[src/pfac_pkg.sv]
// Constants, modes and helpers for the program flash mode access control.
// Assumes one 100 MHz clock and option byte fields already decoded by the caller.
package pfac_pkg;
	localparam int unsigned FLASH_AW       = 13;
	localparam int unsigned RAM_AW         = 9;
	localparam int unsigned LEN_W          = 6;
	localparam logic [5:0]  MAX_GROUP      = 6'h20;
	localparam logic [5:0]  MIN_GROUP      = 6'h01;
	localparam logic [2:0]  ENTRY_PULSES   = 3'h4;
	localparam logic [2:0]  BIT_LAST       = 3'h7;
	localparam logic [8:0]  RAM_LOAD_BASE  = 9'h080;
	localparam logic [1:0]  SYNC_RST_VAL   = 2'h0;

	// Sector 0 size selected by the option byte field, in bytes
	localparam logic [12:0] SEC0_SIZE_0    = 13'h0200;
	localparam logic [12:0] SEC0_SIZE_1    = 13'h0400;
	localparam logic [12:0] SEC0_SIZE_2    = 13'h0800;
	localparam logic [12:0] SEC0_SIZE_3    = 13'h1000;

	typedef enum logic [1:0] {
		PFAC_TGT_FLASH,
		PFAC_TGT_OPTION,
		PFAC_TGT_EEPROM,
		PFAC_TGT_NONE
	} pfac_target_e;

	typedef enum {
		PFAC_USER,
		PFAC_SOCKET,
		PFAC_BOARD,
		PFAC_TEST,
		PFAC_SELF
	} pfac_mode_e;

	function automatic logic [12:0] pfac_sec0_limit(input logic [1:0] sel);
		logic [12:0] lim;
		lim = SEC0_SIZE_0;
		unique case (sel)
			2'h0: lim = SEC0_SIZE_0;
			2'h1: lim = SEC0_SIZE_1;
			2'h2: lim = SEC0_SIZE_2;
			2'h3: lim = SEC0_SIZE_3;
		endcase
		return lim;
	endfunction : pfac_sec0_limit
endpackage : pfac_pkg

[src/pfac_link_rx.sv]
// Serial link front end: entry sequence detection and byte reception.
// Assumes link pins are already synchronous to ref_clk and rst_n is synced.
`timescale 1ns/100ps
`default_nettype none
module pfac_link_rx
	import pfac_pkg::*;
(
	input  wire logic       ref_clk,
	input  wire logic       rst_n,
	input  wire logic       reset_pin_low,
	input  wire logic       test_sel,
	input  wire logic       sclk_in,
	input  wire logic       sdata_in,
	output logic            enter_ff,
	output logic            test_ff,
	output logic            linked_ff,
	output logic            byte_vld_ff,
	output logic [7:0]      byte_ff
);
	logic       sclk_q_ff;
	logic [2:0] pulse_cnt_ff;
	logic [2:0] bit_cnt_ff;
	logic [6:0] shift_ff;
	logic       sclk_rise;

	assign sclk_rise = sclk_in & ~sclk_q_ff;

	always_ff @(posedge ref_clk or negedge rst_n) begin
		if (!rst_n) sclk_q_ff <= 1'b0;
		else sclk_q_ff <= sclk_in;
	end

	// entry sequence count
	// Clock pulses with data high while reset is held low arm the entry
	always_ff @(posedge ref_clk or negedge rst_n) begin
		if (!rst_n) begin
			pulse_cnt_ff <= 3'h0;
			enter_ff     <= 1'b0;
			test_ff      <= 1'b0;
			linked_ff    <= 1'b0;
		end else begin
			enter_ff <= 1'b0;
			if (reset_pin_low) begin
				linked_ff <= 1'b0;
				if (sclk_rise && sdata_in && pulse_cnt_ff != ENTRY_PULSES)
					pulse_cnt_ff <= pulse_cnt_ff + 3'h1;
			end else if (pulse_cnt_ff == ENTRY_PULSES) begin
				pulse_cnt_ff <= 3'h0;
				enter_ff     <= 1'b1;
				linked_ff    <= 1'b1;
				test_ff      <= test_sel;
			end else begin
				pulse_cnt_ff <= 3'h0;
			end
		end
	end

	always_ff @(posedge ref_clk or negedge rst_n) begin
		if (!rst_n) begin
			bit_cnt_ff  <= 3'h0;
			shift_ff    <= 7'h00;
			byte_vld_ff <= 1'b0;
			byte_ff     <= 8'h00;
		end else begin
			byte_vld_ff <= 1'b0;
			if (!linked_ff) begin
				bit_cnt_ff <= 3'h0;
			end else if (sclk_rise) begin
				shift_ff   <= {shift_ff[5:0], sdata_in};
				bit_cnt_ff <= bit_cnt_ff + 3'h1;
				if (bit_cnt_ff == BIT_LAST) begin
					byte_ff     <= {shift_ff, sdata_in};
					byte_vld_ff <= 1'b1;
				end
			end
		end
	end

	ent_after_seq_a: assert property (@(posedge ref_clk) disable iff (!rst_n)
		enter_ff |-> $past(pulse_cnt_ff) == ENTRY_PULSES && !$past(reset_pin_low))
		else $error("entry without full sequence");
endmodule : pfac_link_rx
`default_nettype wire

[src/pfac_top.sv]
// Program flash mode access control: mode tracking, request filtering, driver load.
// Assumes option byte fields are stable and link pins are synchronous to ref_clk.
`timescale 1ns/100ps
`default_nettype none
module pfac_top
	import pfac_pkg::*;
(
	input  wire logic                ref_clk,
	input  wire logic                nrst,
	input  wire logic                socket_strap,
	input  wire logic                reset_pin_low,
	input  wire logic                test_sel,
	input  wire logic                sclk_in,
	input  wire logic                sdata_in,
	input  wire logic                sclk_app_out,
	input  wire logic                sclk_app_oe,
	input  wire logic [1:0]          opt_sec0_size,
	input  wire logic                opt_read_protect,
	input  wire logic                opt_write_protect,
	input  wire logic                self_prog_req,
	input  wire logic                pc_in_sec0,
	input  wire logic                req_valid,
	input  wire logic                req_erase,
	input  wire logic [1:0]          req_target,
	input  wire logic [FLASH_AW-1:0] req_addr,
	input  wire logic [LEN_W-1:0]    req_len,
	output logic                     op_go_ff,
	output logic                     op_erase_ff,
	output logic [1:0]               op_target_ff,
	output logic                     op_sector_ff,
	output logic [FLASH_AW-1:0]      op_addr_ff,
	output logic [LEN_W-1:0]         op_len_ff,
	output logic                     op_reject_ff,
	output logic [2:0]               mode_ff,
	output logic                     boot_sys_vec_ff,
	output logic                     ram_we_ff,
	output logic [RAM_AW-1:0]        ram_addr_ff,
	output logic [7:0]               ram_data_ff,
	output logic                     ram_exec_ff,
	output logic                     read_block_ff,
	output logic                     sclk_out_ff,
	output logic                     sclk_oe_ff,
	output logic                     sclk_pullup_ff
);
	logic [1:0]  rst_sync_ff;
	logic        rst_n;
	pfac_mode_e  state_ff;
	logic        strap_seen_ff;
	logic        wp_lock_ff;
	logic [7:0]  load_left_ff;
	logic        len_phase_ff;
	logic        enter;
	logic        link_test;
	logic        linked;
	logic        byte_vld;
	logic [7:0]  rx_byte;
	logic        nxt_ok;
	logic        nxt_sector;
	logic        len_ok;

	always_ff @(posedge ref_clk or negedge nrst) begin
		if (!nrst) rst_sync_ff <= SYNC_RST_VAL;
		else rst_sync_ff <= {rst_sync_ff[0], 1'b1};
	end
	assign rst_n = rst_sync_ff[1];

	pfac_link_rx u_link (
		.ref_clk       (ref_clk),
		.rst_n         (rst_n),
		.reset_pin_low (reset_pin_low),
		.test_sel      (test_sel),
		.sclk_in       (sclk_in),
		.sdata_in      (sdata_in),
		.enter_ff      (enter),
		.test_ff       (link_test),
		.linked_ff     (linked),
		.byte_vld_ff   (byte_vld),
		.byte_ff       (rx_byte)
	);

	// Permission by mode, target and sector; the core of the filter
	function automatic logic pfac_allowed(input pfac_mode_e m, input logic [1:0] tgt,
		input logic sec1);
		logic ok;
		ok = 1'b0;
		unique case (m)
			PFAC_SOCKET, PFAC_BOARD: ok = (tgt != PFAC_TGT_NONE);
			PFAC_SELF:               ok = (tgt == PFAC_TGT_EEPROM) ||
				(tgt == PFAC_TGT_FLASH && sec1);
			PFAC_USER, PFAC_TEST:    ok = 1'b0;
		endcase
		return ok;
	endfunction : pfac_allowed

	assign nxt_sector = (req_addr >= pfac_sec0_limit(opt_sec0_size));
	assign len_ok = (req_len >= MIN_GROUP) && (req_len <= MAX_GROUP);
	// mode gate
	// Protections only cover the program array; option row stays writable to lift ROP
	assign nxt_ok = len_ok && pfac_allowed(state_ff, req_target, nxt_sector) &&
		!(req_target == PFAC_TGT_FLASH && (opt_read_protect || wp_lock_ff));

	// Socket strap is caught once, after reset release, never under reset
	always_ff @(posedge ref_clk or negedge rst_n) begin
		if (!rst_n) begin
			state_ff      <= PFAC_USER;
			strap_seen_ff <= 1'b0;
		end else begin
			strap_seen_ff <= 1'b1;
			if (!strap_seen_ff && socket_strap) begin
				state_ff <= PFAC_SOCKET;
			end else if (enter) begin
				state_ff <= link_test ? PFAC_TEST : PFAC_BOARD;
			end else begin
				unique case (state_ff)
					PFAC_USER: if (self_prog_req && pc_in_sec0) state_ff <= PFAC_SELF;
					PFAC_SELF: if (!self_prog_req || !pc_in_sec0) state_ff <= PFAC_USER;
					PFAC_BOARD, PFAC_TEST: if (reset_pin_low) state_ff <= PFAC_USER;
					PFAC_SOCKET: state_ff <= PFAC_SOCKET;
				endcase
			end
		end
	end

	always_ff @(posedge ref_clk or negedge rst_n) begin
		if (!rst_n) mode_ff <= 3'h0;
		else mode_ff <= 3'(state_ff);
	end

	always_ff @(posedge ref_clk or negedge rst_n) begin
		if (!rst_n) wp_lock_ff <= 1'b0;
		else if (opt_write_protect) wp_lock_ff <= 1'b1;
	end

	always_ff @(posedge ref_clk or negedge rst_n) begin
		if (!rst_n) begin
			op_go_ff     <= 1'b0;
			op_reject_ff <= 1'b0;
			op_erase_ff  <= 1'b0;
			op_target_ff <= 2'h0;
			op_sector_ff <= 1'b0;
			op_addr_ff   <= '0;
			op_len_ff    <= '0;
		end else begin
			op_go_ff     <= req_valid && nxt_ok;
			op_reject_ff <= req_valid && !nxt_ok;
			if (req_valid && nxt_ok) begin
				op_erase_ff  <= req_erase;
				op_target_ff <= req_target;
				op_sector_ff <= nxt_sector;
				op_addr_ff   <= req_addr;
				op_len_ff    <= req_len;
			end
		end
	end

	always_ff @(posedge ref_clk or negedge rst_n) begin
		if (!rst_n) boot_sys_vec_ff <= 1'b0;
		else if (enter) boot_sys_vec_ff <= 1'b1;
		else if (!linked) boot_sys_vec_ff <= 1'b0;
	end

	// driver load then run
	// First link byte gives the byte count; RAM runs from the cycle the last byte's write strobe rises
	always_ff @(posedge ref_clk or negedge rst_n) begin
		if (!rst_n) begin
			ram_we_ff    <= 1'b0;
			ram_addr_ff  <= RAM_LOAD_BASE;
			ram_data_ff  <= 8'h00;
			ram_exec_ff  <= 1'b0;
			load_left_ff <= 8'h00;
			len_phase_ff <= 1'b0;
		end else begin
			ram_we_ff <= 1'b0;
			if (enter) begin
				ram_addr_ff  <= RAM_LOAD_BASE;
				ram_exec_ff  <= 1'b0;
				len_phase_ff <= 1'b1;
			end else if (!linked) begin
				ram_exec_ff  <= 1'b0;
				len_phase_ff <= 1'b0;
			end else if (byte_vld && len_phase_ff) begin
				load_left_ff <= rx_byte;
				len_phase_ff <= 1'b0;
				ram_exec_ff  <= (rx_byte == 8'h00);
			end else if (byte_vld && !ram_exec_ff) begin
				ram_we_ff    <= 1'b1;
				ram_data_ff  <= rx_byte;
				// Step past a write still in flight so no address is reused
				if (ram_we_ff) ram_addr_ff <= ram_addr_ff + 9'h001;
				load_left_ff <= load_left_ff - 8'h01;
				ram_exec_ff  <= (load_left_ff == 8'h01);
			end else if (ram_we_ff) begin
				ram_addr_ff <= ram_addr_ff + 9'h001;
			end
		end
	end

	always_ff @(posedge ref_clk or negedge rst_n) begin
		if (!rst_n) read_block_ff <= 1'b1;
		else read_block_ff <= opt_read_protect && (state_ff != PFAC_USER) &&
			(state_ff != PFAC_SELF);
	end

	// pin back to input
	// Pulled up from reset on unless sclk_app_oe drives it while unlinked, so a noisy pin cannot slip into link entry
	always_ff @(posedge ref_clk or negedge rst_n) begin
		if (!rst_n) begin
			sclk_oe_ff     <= 1'b0;
			sclk_out_ff    <= 1'b0;
			sclk_pullup_ff <= 1'b1;
		end else begin
			sclk_oe_ff     <= sclk_app_oe && !linked;
			sclk_out_ff    <= sclk_app_out;
			sclk_pullup_ff <= !(sclk_app_oe && !linked);
		end
	end

	self_sec0_a: assert property (@(posedge ref_clk) disable iff (!rst_n)
		op_go_ff && $past(state_ff) == PFAC_SELF |-> op_sector_ff || op_target_ff == 2'h2)
		else $error("sector 0 changed in self mode");
	group_len_a: assert property (@(posedge ref_clk) disable iff (!rst_n)
		op_go_ff |-> op_len_ff >= MIN_GROUP && op_len_ff <= MAX_GROUP)
		else $error("group length out of range");
	bad_req_a: assert property (@(posedge ref_clk) disable iff (!rst_n)
		req_valid && !pfac_allowed(state_ff, req_target, nxt_sector) |=> op_reject_ff && !op_go_ff)
		else $error("forbidden request not ignored");
	user_none_a: assert property (@(posedge ref_clk) disable iff (!rst_n)
		$past(state_ff) == PFAC_USER |-> !op_go_ff)
		else $error("write granted in user mode");
	rop_flash_a: assert property (@(posedge ref_clk) disable iff (!rst_n)
		req_valid && opt_read_protect && req_target == 2'h0 |=> !op_go_ff)
		else $error("flash write under read-out protection");
	wp_forever_a: assert property (@(posedge ref_clk) disable iff (!rst_n)
		wp_lock_ff |=> wp_lock_ff ##1 wp_lock_ff)
		else $error("write lock cleared");
	sec0_size_a: assert property (@(posedge ref_clk) disable iff (!rst_n)
		req_valid && nxt_ok && req_target == 2'h0 |=>
		op_sector_ff == (op_addr_ff >= pfac_sec0_limit($past(opt_sec0_size))))
		else $error("sector split mismatch");
	entry_vec_a: assert property (@(posedge ref_clk) disable iff (!rst_n)
		enter |=> boot_sys_vec_ff && (state_ff == PFAC_BOARD || state_ff == PFAC_TEST))
		else $error("entry without system vector");
	pin_input_a: assert property (@(posedge ref_clk) disable iff (!rst_n)
		$rose(rst_n) |-> !sclk_oe_ff && sclk_pullup_ff)
		else $error("clock pin not input after reset");
	board_all_a: assert property (@(posedge ref_clk) disable iff (!rst_n)
		req_valid && state_ff == PFAC_BOARD && len_ok &&
		(req_target == 2'h1 || req_target == 2'h2) |=> op_go_ff)
		else $error("board mode refused permitted region");

	self_ok_c: cover property (@(posedge ref_clk) disable iff (!rst_n)
		state_ff == PFAC_SELF && req_valid && nxt_ok);
	load_run_c: cover property (@(posedge ref_clk) disable iff (!rst_n) $rose(ram_exec_ff));
	test_in_c: cover property (@(posedge ref_clk) disable iff (!rst_n)
		enter && link_test);
	rej_c: cover property (@(posedge ref_clk) disable iff (!rst_n) op_reject_ff);
endmodule : pfac_top
`default_nettype wire
[config.mk]
export PLATFORM = sky130hd
export DESIGN_NAME = pfac_top
export DESIGN_NICKNAME = d
export VERILOG_FILES = /design/src/pfac_pkg.sv /design/src/pfac_link_rx.sv /design/src/pfac_top.sv
export SDC_FILE = /design/constraint.sdc
export NUM_CORES = 1
export LEC_CHECK = 0
export CORE_ASPECT_RATIO = 1.75
export CORE_MARGIN = 3
export CORE_UTILIZATION = 45
export CTS_CLUSTER_DIAMETER = 100
export DETAILED_ROUTE_END_ITERATION = 12
export DONT_BUFFER_PORTS = 1
export PLACE_DENSITY = 0.62
export SYNTH_ARGS = -nofsm -noshare
export SYNTH_HDL_FRONTEND = slang
export SYNTH_SLANG_ARGS = --single-unit
[constraint.sdc]
create_clock -name ref_clk -period 3.7 [get_ports ref_clk]
set_input_delay 0.925 -clock ref_clk [delete_from_list [all_inputs] [get_ports ref_clk]]
set_output_delay 0.925 -clock ref_clk [all_outputs]
set_load 0.02 [all_outputs]
=== Yosys cells after proc, flatten, opt, wreduce, memory -nomap -nowiden ===
Index checks and enable logic that the tools add are counted.

* Register bits: 123
* Latch bits: 0
* Memory bits (writable): 0
* Memory bits (read-only): 0
* Input bits: 38
* Output and inout port bits: 52
* Memories kept: 0

* $add $sub $neg: 4
* Multiply operators: 0
* Div/mod/pow operators: 0
* Order comparisons: 3
* Eq/ne operators: 23
* Shift operators: 0
* Mux-type cells: 39
* Bitwise operators: 5
* Reduce and logical (&&, ||, !) cells: 46

{| class="wikitable"
|+ Operator list
! cell !! number
|-
| $mux W32 || 5
|-
| $pmux W32 S4 || 1
|-
| $eq A32 B2 Y1 const B || 2
|-
| $pmux W13 S4 || 1
|-
| $mux W9 || 4
|-
| $eq A32 B1 Y1 const B || 1
|-
| $eq A32 B3 Y1 const B || 1
|-
| $logic_not A32 Y1 || 1
|-
| $ne A32 B4 Y1 const B || 1
|-
| $reduce_bool A32 Y1 || 1
|-
| $mux W1 || 21
|-
| $logic_and A1 B1 Y1 || 16
|-
| $mux W8 || 2
|-
| $ne A4 B3 Y1 const B || 4
|-
| $ge A13 B13 Y1 || 1
|-
| $mux W3 || 4
|-
| $reduce_and A3 Y1 || 4
|-
| $add A9 B1 Y9 const B || 1
|-
| $eq A8 B1 Y1 const B || 1
|-
| $logic_not A1 Y1 || 8
|-
| $logic_not A8 Y1 || 1
|-
| $reduce_bool A2 Y1 || 4
|-
| $sub A8 B1 Y8 const B || 1
|-
| $add A3 B1 Y3 const B || 2
|-
| other kinds (17) || 32
|}

=== Depth between registers and ports, before layout ===
Gate-level depths: netlist of run 1.

* Depth in word-level cells: 10
* Mapped depth: 8
* Mapped depth without buffers: 7

=== Cells and area by module ===
A second synthesis of run 1 with hierarchy kept.

* Cells, all modules: 333
* Area total of the unflattened synthesis: 4181.5 um2

{| class="wikitable"
|+ Modules (own cells, without submodules)
! module !! instances !! cells each !! area each (um2)
|-
| pfac_top || 1 || 258 || 3106.7
|-
| pfac_link_rx || 1 || 75 || 1074.8
|}

=== Worst setup path before layout of run 1 ===
OpenSTA, ideal clock, no wires.

* Path type: input -> register
* Start: input port opt_sec0_size[0]
* End: register op_addr_ff[1]
* Library setup time: 0.125 ns
* Arrival: 2.892 ns
* Setup slack: 0.683 ns
* Cell stages on the path: 8
* Buffers on the path: 1
* Cell sequence: nand2_1 > ha_1 > or4b_2 > nor4_1 > nor3_1 > nor2_4 > buf_6 > mux2_2

* Cells in the longest elaborated chain, start to end: 9

{| class="wikitable"
|+ Ends and longest elaborated chain
! element !! line !! RTL
|-
| start: declaration || pfac_top.sv:17 || <nowiki>input wire logic [1:0] opt_sec0_size,</nowiki>
|-
| $eq A2 B2 Y1 (tied with other cells) || pfac_pkg.sv:38 || <nowiki>unique case (sel)</nowiki>
|-
| $pmux W13 S4 (*) || pfac_pkg.sv:38 ||
|-
| $ge A13 B13 Y1 (*) || pfac_top.sv:95 || <nowiki>assign nxt_sector = (req_addr >= pfac_sec0_limit(opt_sec0_size));</nowiki>
|-
| $logic_and A1 B1 Y1 (*) || pfac_top.sv:89 || <nowiki>(tgt == PFAC_TGT_FLASH && sec1);</nowiki>
|-
| $logic_or A1 B1 Y1 (*) || pfac_top.sv:88 || <nowiki>PFAC_SELF: ok = (tgt == PFAC_TGT_EEPROM) ||</nowiki>
|-
| $pmux W1 S3 (*) || pfac_top.sv:86 || <nowiki>unique case (m)</nowiki>
|-
| $logic_and A1 B1 Y1 (*) (2 in series) || pfac_top.sv:99 || <nowiki>assign nxt_ok = len_ok && pfac_allowed(state_ff, req_target, nxt_sector) &&</nowiki>
|-
| $logic_and A1 B1 Y1 (*) || pfac_top.sv:146 || <nowiki>if (req_valid && nxt_ok) begin</nowiki>
|-
| end signal: assignment || pfac_top.sv:150 || <nowiki>op_addr_ff <= req_addr;</nowiki>
|-
| end: declaration || pfac_top.sv:31 || <nowiki>output logic [FLASH_AW-1:0] op_addr_ff,</nowiki>
|}

Every way passes the cells marked *; elsewhere a longest branch is shown, timed or not. The select of a mux whose other input is x is not followed.
A chain may end at the register's enable or synchronous reset.

=== Final worst setup path of run 1 ===
* Start: input port opt_sec0_size[0]
* End: register op_addr_ff[5]

The elaborated chain is that of the path after synthesis.

==> metrics.cfg, run 1 <==
[place]
post-dp-hpwl_um=5540
gp_congestion=0.804
portBuffers=0
dp_slack_ps=321

[synthesis]
synth_cells=332
yosys_warnings=0
syn-mean-instance-area_um2=12.1
synth_area_leaders=dfrtp_1, mux2_2, ha_1
synth_cell_types=44
synth_top_flop_cell=dfrtp_1
synth_edf_count=0
synth_area_mm2=0.00403
seq_area_frac_synth_pct=58.5
synthArstFlopShare_pct=100
synth_top_area_share_pct=56.6
ys_ff_latch=94
synth_top_area_cell=dfrtp_1

[layout]
multi_input_area_mm2=0.00157
n_antenna_cell=0
final_cell_mix=dfrtp_1, mux2_2, nor2_1, o21ai_0, inv_1
num-nets-final=386
layout-drive-gt1-share_pct=20.5
area_delta_synth_final_pct=9.82
n_fill_cell=791
final_common_cell=dfrtp_1
seq_area_mm2=0.00236

[clocking]
cts_buffers=9
postCtsResizedCells=0
clk_root_buffer_cell=clkbuf_16
clock_latency_ps=330
h-tree-depth=3
clock_sinks=94
cts_tree=built
path_clk_slew_ps=60
cts_post_setup_buffers_inserted=0
clockBufferDepth=2
hold_buffers=0

[critical_path]
regToRegStartpoint=state_ff[1]
setup.worst_path.start=opt_sec0_size[0]
cp.required_ps=3910
crit_type=input port to register
end_kind=register
arrival_ps=3220
cp-start-kind=input port
cp_max_fo=23

[floorplanning]
ios=90
die_h_um=131
initial_core_util_pct=46.4
die_x_um=77.5
rows=45
core_area_mm2=0.00867
die-area_mm2=0.0102

[run]
drv_cap=0

[pwr]
clkPwrFrac_pct=33.2
internal-power_mw=1.78
sequentialPowerShare_pct=58.7
leakagePower_nw=2.06
p_switching_mw=0.753
powerDensity_mw_per_mm2=573
switching_share_pct=29.7
peakVddDrop_v=0.000420
combinationalPowerShare_pct=8.1

[detailed_routing]
drt_first_pass_iters=4
wl_um=7530
dr_total_vias=2484
wl_met2_um=4150
wl_met3_um=518
wire_per_inst_um=16.4
drt-initial-drc-count=89
wl_met1_um=2730
ant_nets=0
drc=0
detail_route.vias_per_cell=5.41
topRoutingLayerUsed=met4

[sta]
tightest_slew_ps=921
setup_viol=0
clock.fmax_ghz=0.332
finalCritPeriodShare_pct=81.4
clock_skew_ps=7.70
finalCriticalPeriod_ps=3010
setup_tns_ps=0
rsz0062_at_grt=false
relSlewSlack_pct=38.6
setup_ws_ps=688
final_max_slew_viol_count=0
hold_violations=0

[global_routing]
track_usage_pct=16.0
grt_max_degree=74
grt_antenna_before_repair=0
grt_overflow=0
grt_pass1_wl_um=12900
grt_pass1_vias=2783

[hold_path]
hp-class=input port to async pin

[run_status]
outcome=finished, final reports clean

Yosys cell counts (2+ instances only):
master    number
dfrtp_1       91
mux2_2        44
nor2_1        27
o21ai_0       19
inv_1         16
a21oi_1       15
nand2_1       12
ha_1          11
clkbuf_1       7
nand3_1        7
and2_1         6
nand2b_1       6
nor4_1         6
or3_1          6
nor2b_1        5
nor3_1         5
mux2i_1        4
nand4_1        4
xnor2_1        4
xor2_1         4
dfstp_2        3
a211oi_1       2
buf_6          2
mux2_1         2
nand3b_1       2
o22a_1         2
or2_2          2
or4_1          2
cells by family after synthesis:
logic type | after synthesis | synth area share (%)
AOI/OAI and AO/OA | 50 | 7.68
xor gates and xnor gates | 8 | 1.74
adders and majority gates | 11 | 3.42
buffers and inverters | 25 | 2.70
DFF | 94 | 58.5
muxes | 50 | 13.9
other | 1 | 0.0931
and+or+nand+nor | 93 | 12.0
worst max-delay path, cell delays in order:
cell     delay (ps)
nand2_1          60
ha_1            300
or4b_2          580
nor4_1          400
nor3_1          170
nor2_4          130
buf_4           290
mux2_2          370
stage by stage:
stage | instance area (um^2) | util [%] | instances | hold WS [ps] | total power [mW]
after detailed placement | 4150 | 47.8 | 443 | 336 | 1.72
after CTS | 4420 | 51.0 | 459 | 266 | 2.58
final | 4420 | 51.0 | 459 | 284 | 2.54
after floorplan | 4030 | - | 333 | 331 | 1.65
after global placement | 4150 | 47.8 | 443 | 340 | 1.71
after global routing | 4420 | 51.0 | 459 | 259 | 2.65
power groups by stage:
stage / logic [mW] / clock network [mW] / registers, mW
floorplan: 0.181 / 0 / 1.47
global placement: 0.198 / 0 / 1.51
detailed placement: 0.212 / 0 / 1.51
CTS: 0.209 / 0.874 / 1.49
global route: 0.231 / 0.908 / 1.51
finish: 0.206 / 0.841 / 1.49
state kept, by name, indices dropped and copies added (netlist names), 2 cells and up:
register / count
load_left_ff: 8
mode_ff: 3
op_addr_ff: 13
op_len_ff: 6
op_target_ff: 2
ram_addr_ff: 9
ram_data_ff: 8
rst_sync_ff: 2
state_ff: 3
u_link.bit_cnt_ff: 3
u_link.byte_ff: 8
u_link.pulse_cnt_ff: 3
u_link.shift_ff: 7
final timing paths:
| check | to | slack [ps] | cells past startpoint |
|---|---|---|---|
| max | op_addr_ff[5] | 690 | 8 |
| min | rst_sync_ff[1] | 280 | 0 |
| max reg2reg | op_addr_ff[5] | 1560 | 6 |
| min reg2reg | rst_sync_ff[1] | 350 | 0 |
| max in group asynchronous | sclk_pullup_ff | 2330 | 1 |
| min in group ref_clk | rst_sync_ff[1] | 350 | 0 |
area by class of cell:
cell class	instances	area share (%)
Clock buffer	10	5.40
Clock inverter	6	0.821
Inverter	16	1.36
Multi-Input combinational cell	214	35.4
Sequential cell	94	53.4
Tap cell	117	3.31
Timing Repair Buffer	2	0.340
routing by layer:
layer	global-route usage (%)	vias up
li1	-	1175
met1	16.5	1230
met2	28.9	71
met3	5.08	8
met4	6.83	0
met5	0	-
No activity file was read; power rests on OpenSTA's default activity.
==> run 2, diff against run 1 <==
==> constraint.sdc (replaced) <==
create_clock -name ref_clk -period 3.07 [get_ports ref_clk]
set_input_delay 0.7675 -clock ref_clk [delete_from_list [all_inputs] [get_ports ref_clk]]
set_output_delay 0.7675 -clock ref_clk [all_outputs]
set_load 0.02 [all_outputs]
==> metrics.cfg, run 2 (synthesis results as in run 1) <==
[critical_path]
arrival_ps=2980
cp-start-kind=input port
crit_type=input port to register
regToRegStartpoint=state_ff[1]
cp_max_fo=23
setup.worst_path.start=opt_sec0_size[0]
cp.required_ps=3290
end_kind=register

[pwr]
total_power_mw=3.11
internal-power_mw=2.18
peakVddDrop_v=0.000539
powerDensity_mw_per_mm2=696
sequentialPowerShare_pct=57.7
leakagePower_nw=2.07
p_switching_mw=0.923
combinationalPowerShare_pct=8.3
switching_share_pct=29.7
clkPwrFrac_pct=34.0

[place]
portBuffers=0
post-dp-hpwl_um=5760
gp_congestion=0.832
place_inst=445
dpl_cell_area_mm2=0.00417

[detailed_routing]
ant_nets=0
drt-initial-drc-count=112
drt_first_pass_iters=5
drc=0
wire_per_inst_um=16.8
dr_total_vias=2521
wl_um=7760
detail_route.vias_per_cell=5.47

[global_routing]
track_usage_pct=16.4
grt_pass1_vias=2828
grt_overflow=0
grt_max_degree=63
grt_antenna_before_repair=0
grt_pass1_wl_um=13100

[sta]
clock_skew_ps=5.89
finalCritPeriodShare_pct=89.9
hold_violations=0
relSlewSlack_pct=46.8
final_max_slew_viol_count=0
rsz0062_at_grt=false
finalCriticalPeriod_ps=2760
setup_tns_ps=0
clock.fmax_ghz=0.362
setup_viol=0
tightest_slew_ps=798

[run_status]
outcome=finished, final reports clean

[layout]
regMostFlops=op_addr_ff
fin_cells=461
final_common_cell=dfrtp_1
num-nets-final=388
layout-drive-gt1-share_pct=20.6
final_cell_mix=dfrtp_1, mux2_2, nor2_1, o21ai_0, inv_1
area_delta_synth_final_pct=10.8
layout_top_registers=op_addr_ff: 13 flops, ram_addr_ff: 9 flops
n_antenna_cell=0
final_core_util_pct=51.4
fin_area_mm2=0.00446
largest_reg_flops=13

[floorplanning]
ios=90
core_area_mm2=0.00867
die_h_um=131
die-area_mm2=0.0102
die_x_um=77.5
initial_core_util_pct=46.4
rows=45

[run]
drv_cap=0

[clocking]
cts_tree=built
clock_sinks=94
cts_post_setup_buffers_inserted=0
clk_root_buffer_cell=clkbuf_16
postCtsResizedCells=0
h-tree-depth=3
cts_buffers=9
clockBufferDepth=2
hold_buffers=0
path_clk_slew_ps=60
clock_latency_ps=340

[hold_path]
hp-class=input port to async pin

## run 2: cell count changes in the layout (fill, tap and decap cells not counted)
| cell | previous run | this run |
|---|---|---|
| buf_4 | 2 | 3 |
| buf_12 | 0 | 1 |
| clkinv_2 | 4 | 1 |
| clkbuf_1 | 0 | 1 |
| clkinv_4 | 0 | 1 |
| clkbuf_8 | 1 | 2 |
## run 2: layout make-up
class / instances / area (um^2)
clock inverters: 4 / 30.0
fillers: 811 / 4210
inverters: 16 / 60.1
repair buffers: 4 / 42.5
multi-input cells: 214 / 1570
flip-flops and latches: 94 / 2360
well taps: 117 / 146
clock buffers: 12 / 256
## run 2: path summary, 6_finish.rpt
kind / slack (ps) / to / cells past startpoint
min in group ref_clk: 360 / rst_sync_ff[1] / 0
worst min-delay path: 120 / rst_sync_ff[1] / 0
worst max register to register: 1020 / op_addr_ff[9] / 6
worst min register to register: 360 / rst_sync_ff[1] / 0
max in group asynchronous: 1820 / read_block_ff / 1
worst max-delay path: 310 / op_addr_ff[9] / 8
## run 2: worst max-delay path: stages
cell,delay (ps)
nand2_1,60
ha_1,290
or4b_2,580
nor4_1,420
nor3_1,170
nor2_4,160
buf_12,180
mux2_2,350
## run 2: power by group through the flow
stage | logic (mW) | clock network, mW | registers [mW]
floorplan | 0.218 | 0 | 1.77
global placement | 0.249 | 0 | 1.82
detailed placement | 0.262 | 0 | 1.82
CTS | 0.260 | 1.09 | 1.80
global route | 0.284 | 1.13 | 1.82
finish | 0.257 | 1.06 | 1.79
## run 2: per-layer routing
| metal | up-vias | GRT usage [%] | part of all wire (%) |
|---|---|---|---|
| li1 | 1177 | - | - |
| met1 | 1243 | 16.5 | 35 |
| met2 | 82 | 29.0 | 55 |
| met3 | 19 | 5.21 | 6.9 |
| met4 | 0 | 9.80 | 3.4 |
| met5 | - | 0 | 0 |
## run 2: through the flow
step | setup WS [ps] | hold slack (ps)
after global routing | 75.8 | 105
after floorplan | 210 | 331
after CTS | 301 | 103
after detailed placement | -62.0 | 352
after global placement | -6.74 | 339
final | 310 | 119
==> run 3, diff against run 2 <==
--- a/config.mk
+++ b/config.mk
@@ -11,7 +11,9 @@
 export CTS_CLUSTER_DIAMETER = 100
 export DETAILED_ROUTE_END_ITERATION = 12
 export DONT_BUFFER_PORTS = 1
+export GPL_TIMING_DRIVEN = 0
 export PLACE_DENSITY = 0.62
 export SYNTH_ARGS = -nofsm -noshare
 export SYNTH_HDL_FRONTEND = slang
+export SYNTH_HIERARCHICAL = 1
 export SYNTH_SLANG_ARGS = --single-unit
==> metrics.cfg, run 3 <==
[sta]
final_max_slew_viol_count=0
setup_viol=0
hold_violations=0
tightest_slew_ps=585
finalCriticalPeriod_ps=2280
setup_ws_ps=787
finalCritPeriodShare_pct=74.4
clock_skew_ps=6.44
hold_slack_ps=120
relSlewSlack_pct=61.0
rsz0062_at_grt=false
clock.fmax_ghz=0.438

[critical_path]
cp.required_ps=3290
slowest_stage=or4_1
cp-start-kind=input port
end_kind=register
arrival_ps=2510
crit_family=simple AND/OR/NAND/NOR gates
cp_max_fo=10
slowest_delay_ps=560
crit_type=input port to register
critical_path_buf_inv_count=1
path_cells=or4_1 > o21a_1 > nor3_4 > nand4_4 > buf_6 > mux2_4

[floorplanning]
core_area_mm2=0.00884
die_x_um=78.9
die-area_mm2=0.0105
rows=45
initial_core_util_pct=47.3
ios=90
die_h_um=134

[place]
gp_congestion=0.871
post-dp-hpwl_um=6040
dp_slack_ps=414
dpl_cell_area_mm2=0.00436
portBuffers=0
place_inst=452

[layout]
final_common_cell=dfrtp_1
layout_top_registers=op_addr_ff: 13 flops, ram_addr_ff: 9 flops
final_core_util_pct=52.4
num-nets-final=395
fin_area_mm2=0.00463
final_cell_mix=dfrtp_1, mux2_2, nor2_1, nand2_1, mux2_4
n_antenna_cell=0
fin_cells=468
regMostFlops=op_addr_ff
n_fill_cell=806
largest_reg_flops=13
area_delta_synth_final_pct=10.8
layout-drive-gt1-share_pct=22.5

[detailed_routing]
dr_total_vias=2545
detail_route.vias_per_cell=5.44
ant_nets=0
wire_per_inst_um=17.2
wl_um=8060
drt-initial-drc-count=83
drt_first_pass_iters=4
drc=0

[pwr]
leakagePower_nw=2.18
powerDensity_mw_per_mm2=679
combinationalPowerShare_pct=10.9
clkPwrFrac_pct=32.1
sequentialPowerShare_pct=57.0
switching_share_pct=29.3
p_switching_mw=0.922
internal-power_mw=2.22
peakVddDrop_v=0.000458

[hold_path]
hp-class=input port to async pin

[synthesis]
syn-mean-instance-area_um2=12.6
synth_area_mm2=0.00418
synth_common_cells=dfrtp_1, mux2_2, nor2_1
synth_area_leaders=dfrtp_1, mux2_2, mux2_4
synth_top_area_cell=dfrtp_1
synth_cells=333
yosys_warnings=6
ys_ff_latch=94
synth_edf_count=0
synth_cell_types=53
synth_top_area_share_pct=54.5
synth.most_common_cell=dfrtp_1
synth_top_flop_cell=dfrtp_1
synthArstFlopShare_pct=100
seq_area_frac_synth_pct=56.3

[global_routing]
grt_overflow=0
grt_pass1_wl_um=13400
grt_antenna_before_repair=0
grt_pass1_vias=2755
track_usage_pct=16.5
grt_max_degree=66

[clocking]
path_clk_slew_ps=60
clk_root_buffer_cell=clkbuf_16
h-tree-depth=3
cts_tree=built
postCtsResizedCells=0
cts_buffers=9
clockBufferDepth=2
clock_latency_ps=330
cts_post_setup_buffers_inserted=0
clock_sinks=94
hold_buffers=0

[run_status]
outcome=finished, final reports clean

[run]
drv_cap=0

[run 3: cell count changes after synthesis, sizes merged, moves of 4 or more]
cell,previous run,this run
nor2,28,23
nand2,12,23
o21ai,19,7
and2,6,2
[run 3: power groups by stage]
stage | Clock, mW | Sequential, mW | Combinational [mW]
2_1_floorplan | 0 | 1.77 | 0.297
3_3_place_gp | 0 | 1.83 | 0.319
3_5_place_dp | 0 | 1.81 | 0.352
4_1_cts | 1.05 | 1.80 | 0.350
5_1_grt | 1.09 | 1.82 | 0.378
6_report | 1.01 | 1.79 | 0.343
[run 3: cells by family (layout without fill, tap and decap cells)]
group	count (synthesis)	after routing	synth area share, %
adders and majority gates	11	11	3.29
buffers and inverters	25	42	2.81
AOI/OAI and AO/OA	42	42	6.55
and+or+nand+nor	97	97	13.0
xor gates and xnor gates	10	10	2.09
other	1	2	0.0897
muxes	53	53	15.8
DFF	94	94	56.3
[run 3: layout make-up]
| class | count | area, um^2 | share of cell area (%) |
|---|---|---|---|
| flip-flops and latches | 94 | 2360 | 50.9 |
| multi-input cells | 215 | 1710 | 37.0 |
| clock buffers | 12 | 246 | 5.32 |
| well taps | 117 | 146 | 3.16 |
| plain buffers | 10 | 61.3 | 1.32 |
| inverters | 15 | 56.3 | 1.22 |
| repair buffers | 1 | 27.5 | 0.594 |
| clock inverters | 4 | 22.5 | 0.486 |
[run 3: worst paths after layout]
path / start / endpoint / slack (ps) / cells after the start
worst max-delay path: req_len[2] / op_len_ff[1] / 790 / 6
worst min-delay path: nrst / rst_sync_ff[1] / 120 / 0
worst max register to register: state_ff[2] / op_len_ff[1] / 990 / 6
worst min register to register: rst_sync_ff[1] / u_link/pulse_cnt_ff[1] / 260 / 0
min in group ref_clk: rst_sync_ff[0] / rst_sync_ff[1] / 350 / 0
max in group asynchronous: rst_sync_ff[1] / read_block_ff / 2110 / 1
[run 3: per-layer routing]
metal | wire (um) | track usage [%] | up-vias
met5 | 0 | 0 | -
met4 | 192 | 8.22 | 0
met3 | 547 | 5.48 | 18
met2 | 4420 | 29.3 | 77
met1 | 2900 | 17.0 | 1253
li1 | - | - | 1197
[run 3: stage by stage]
step                      total power, mW  TNS [ps]
after floorplan                      2.06         0
after global placement               2.15    -69600
after detailed placement             2.17         0
after CTS                            3.20         0
after global routing                 3.28         0
final                                3.15         0
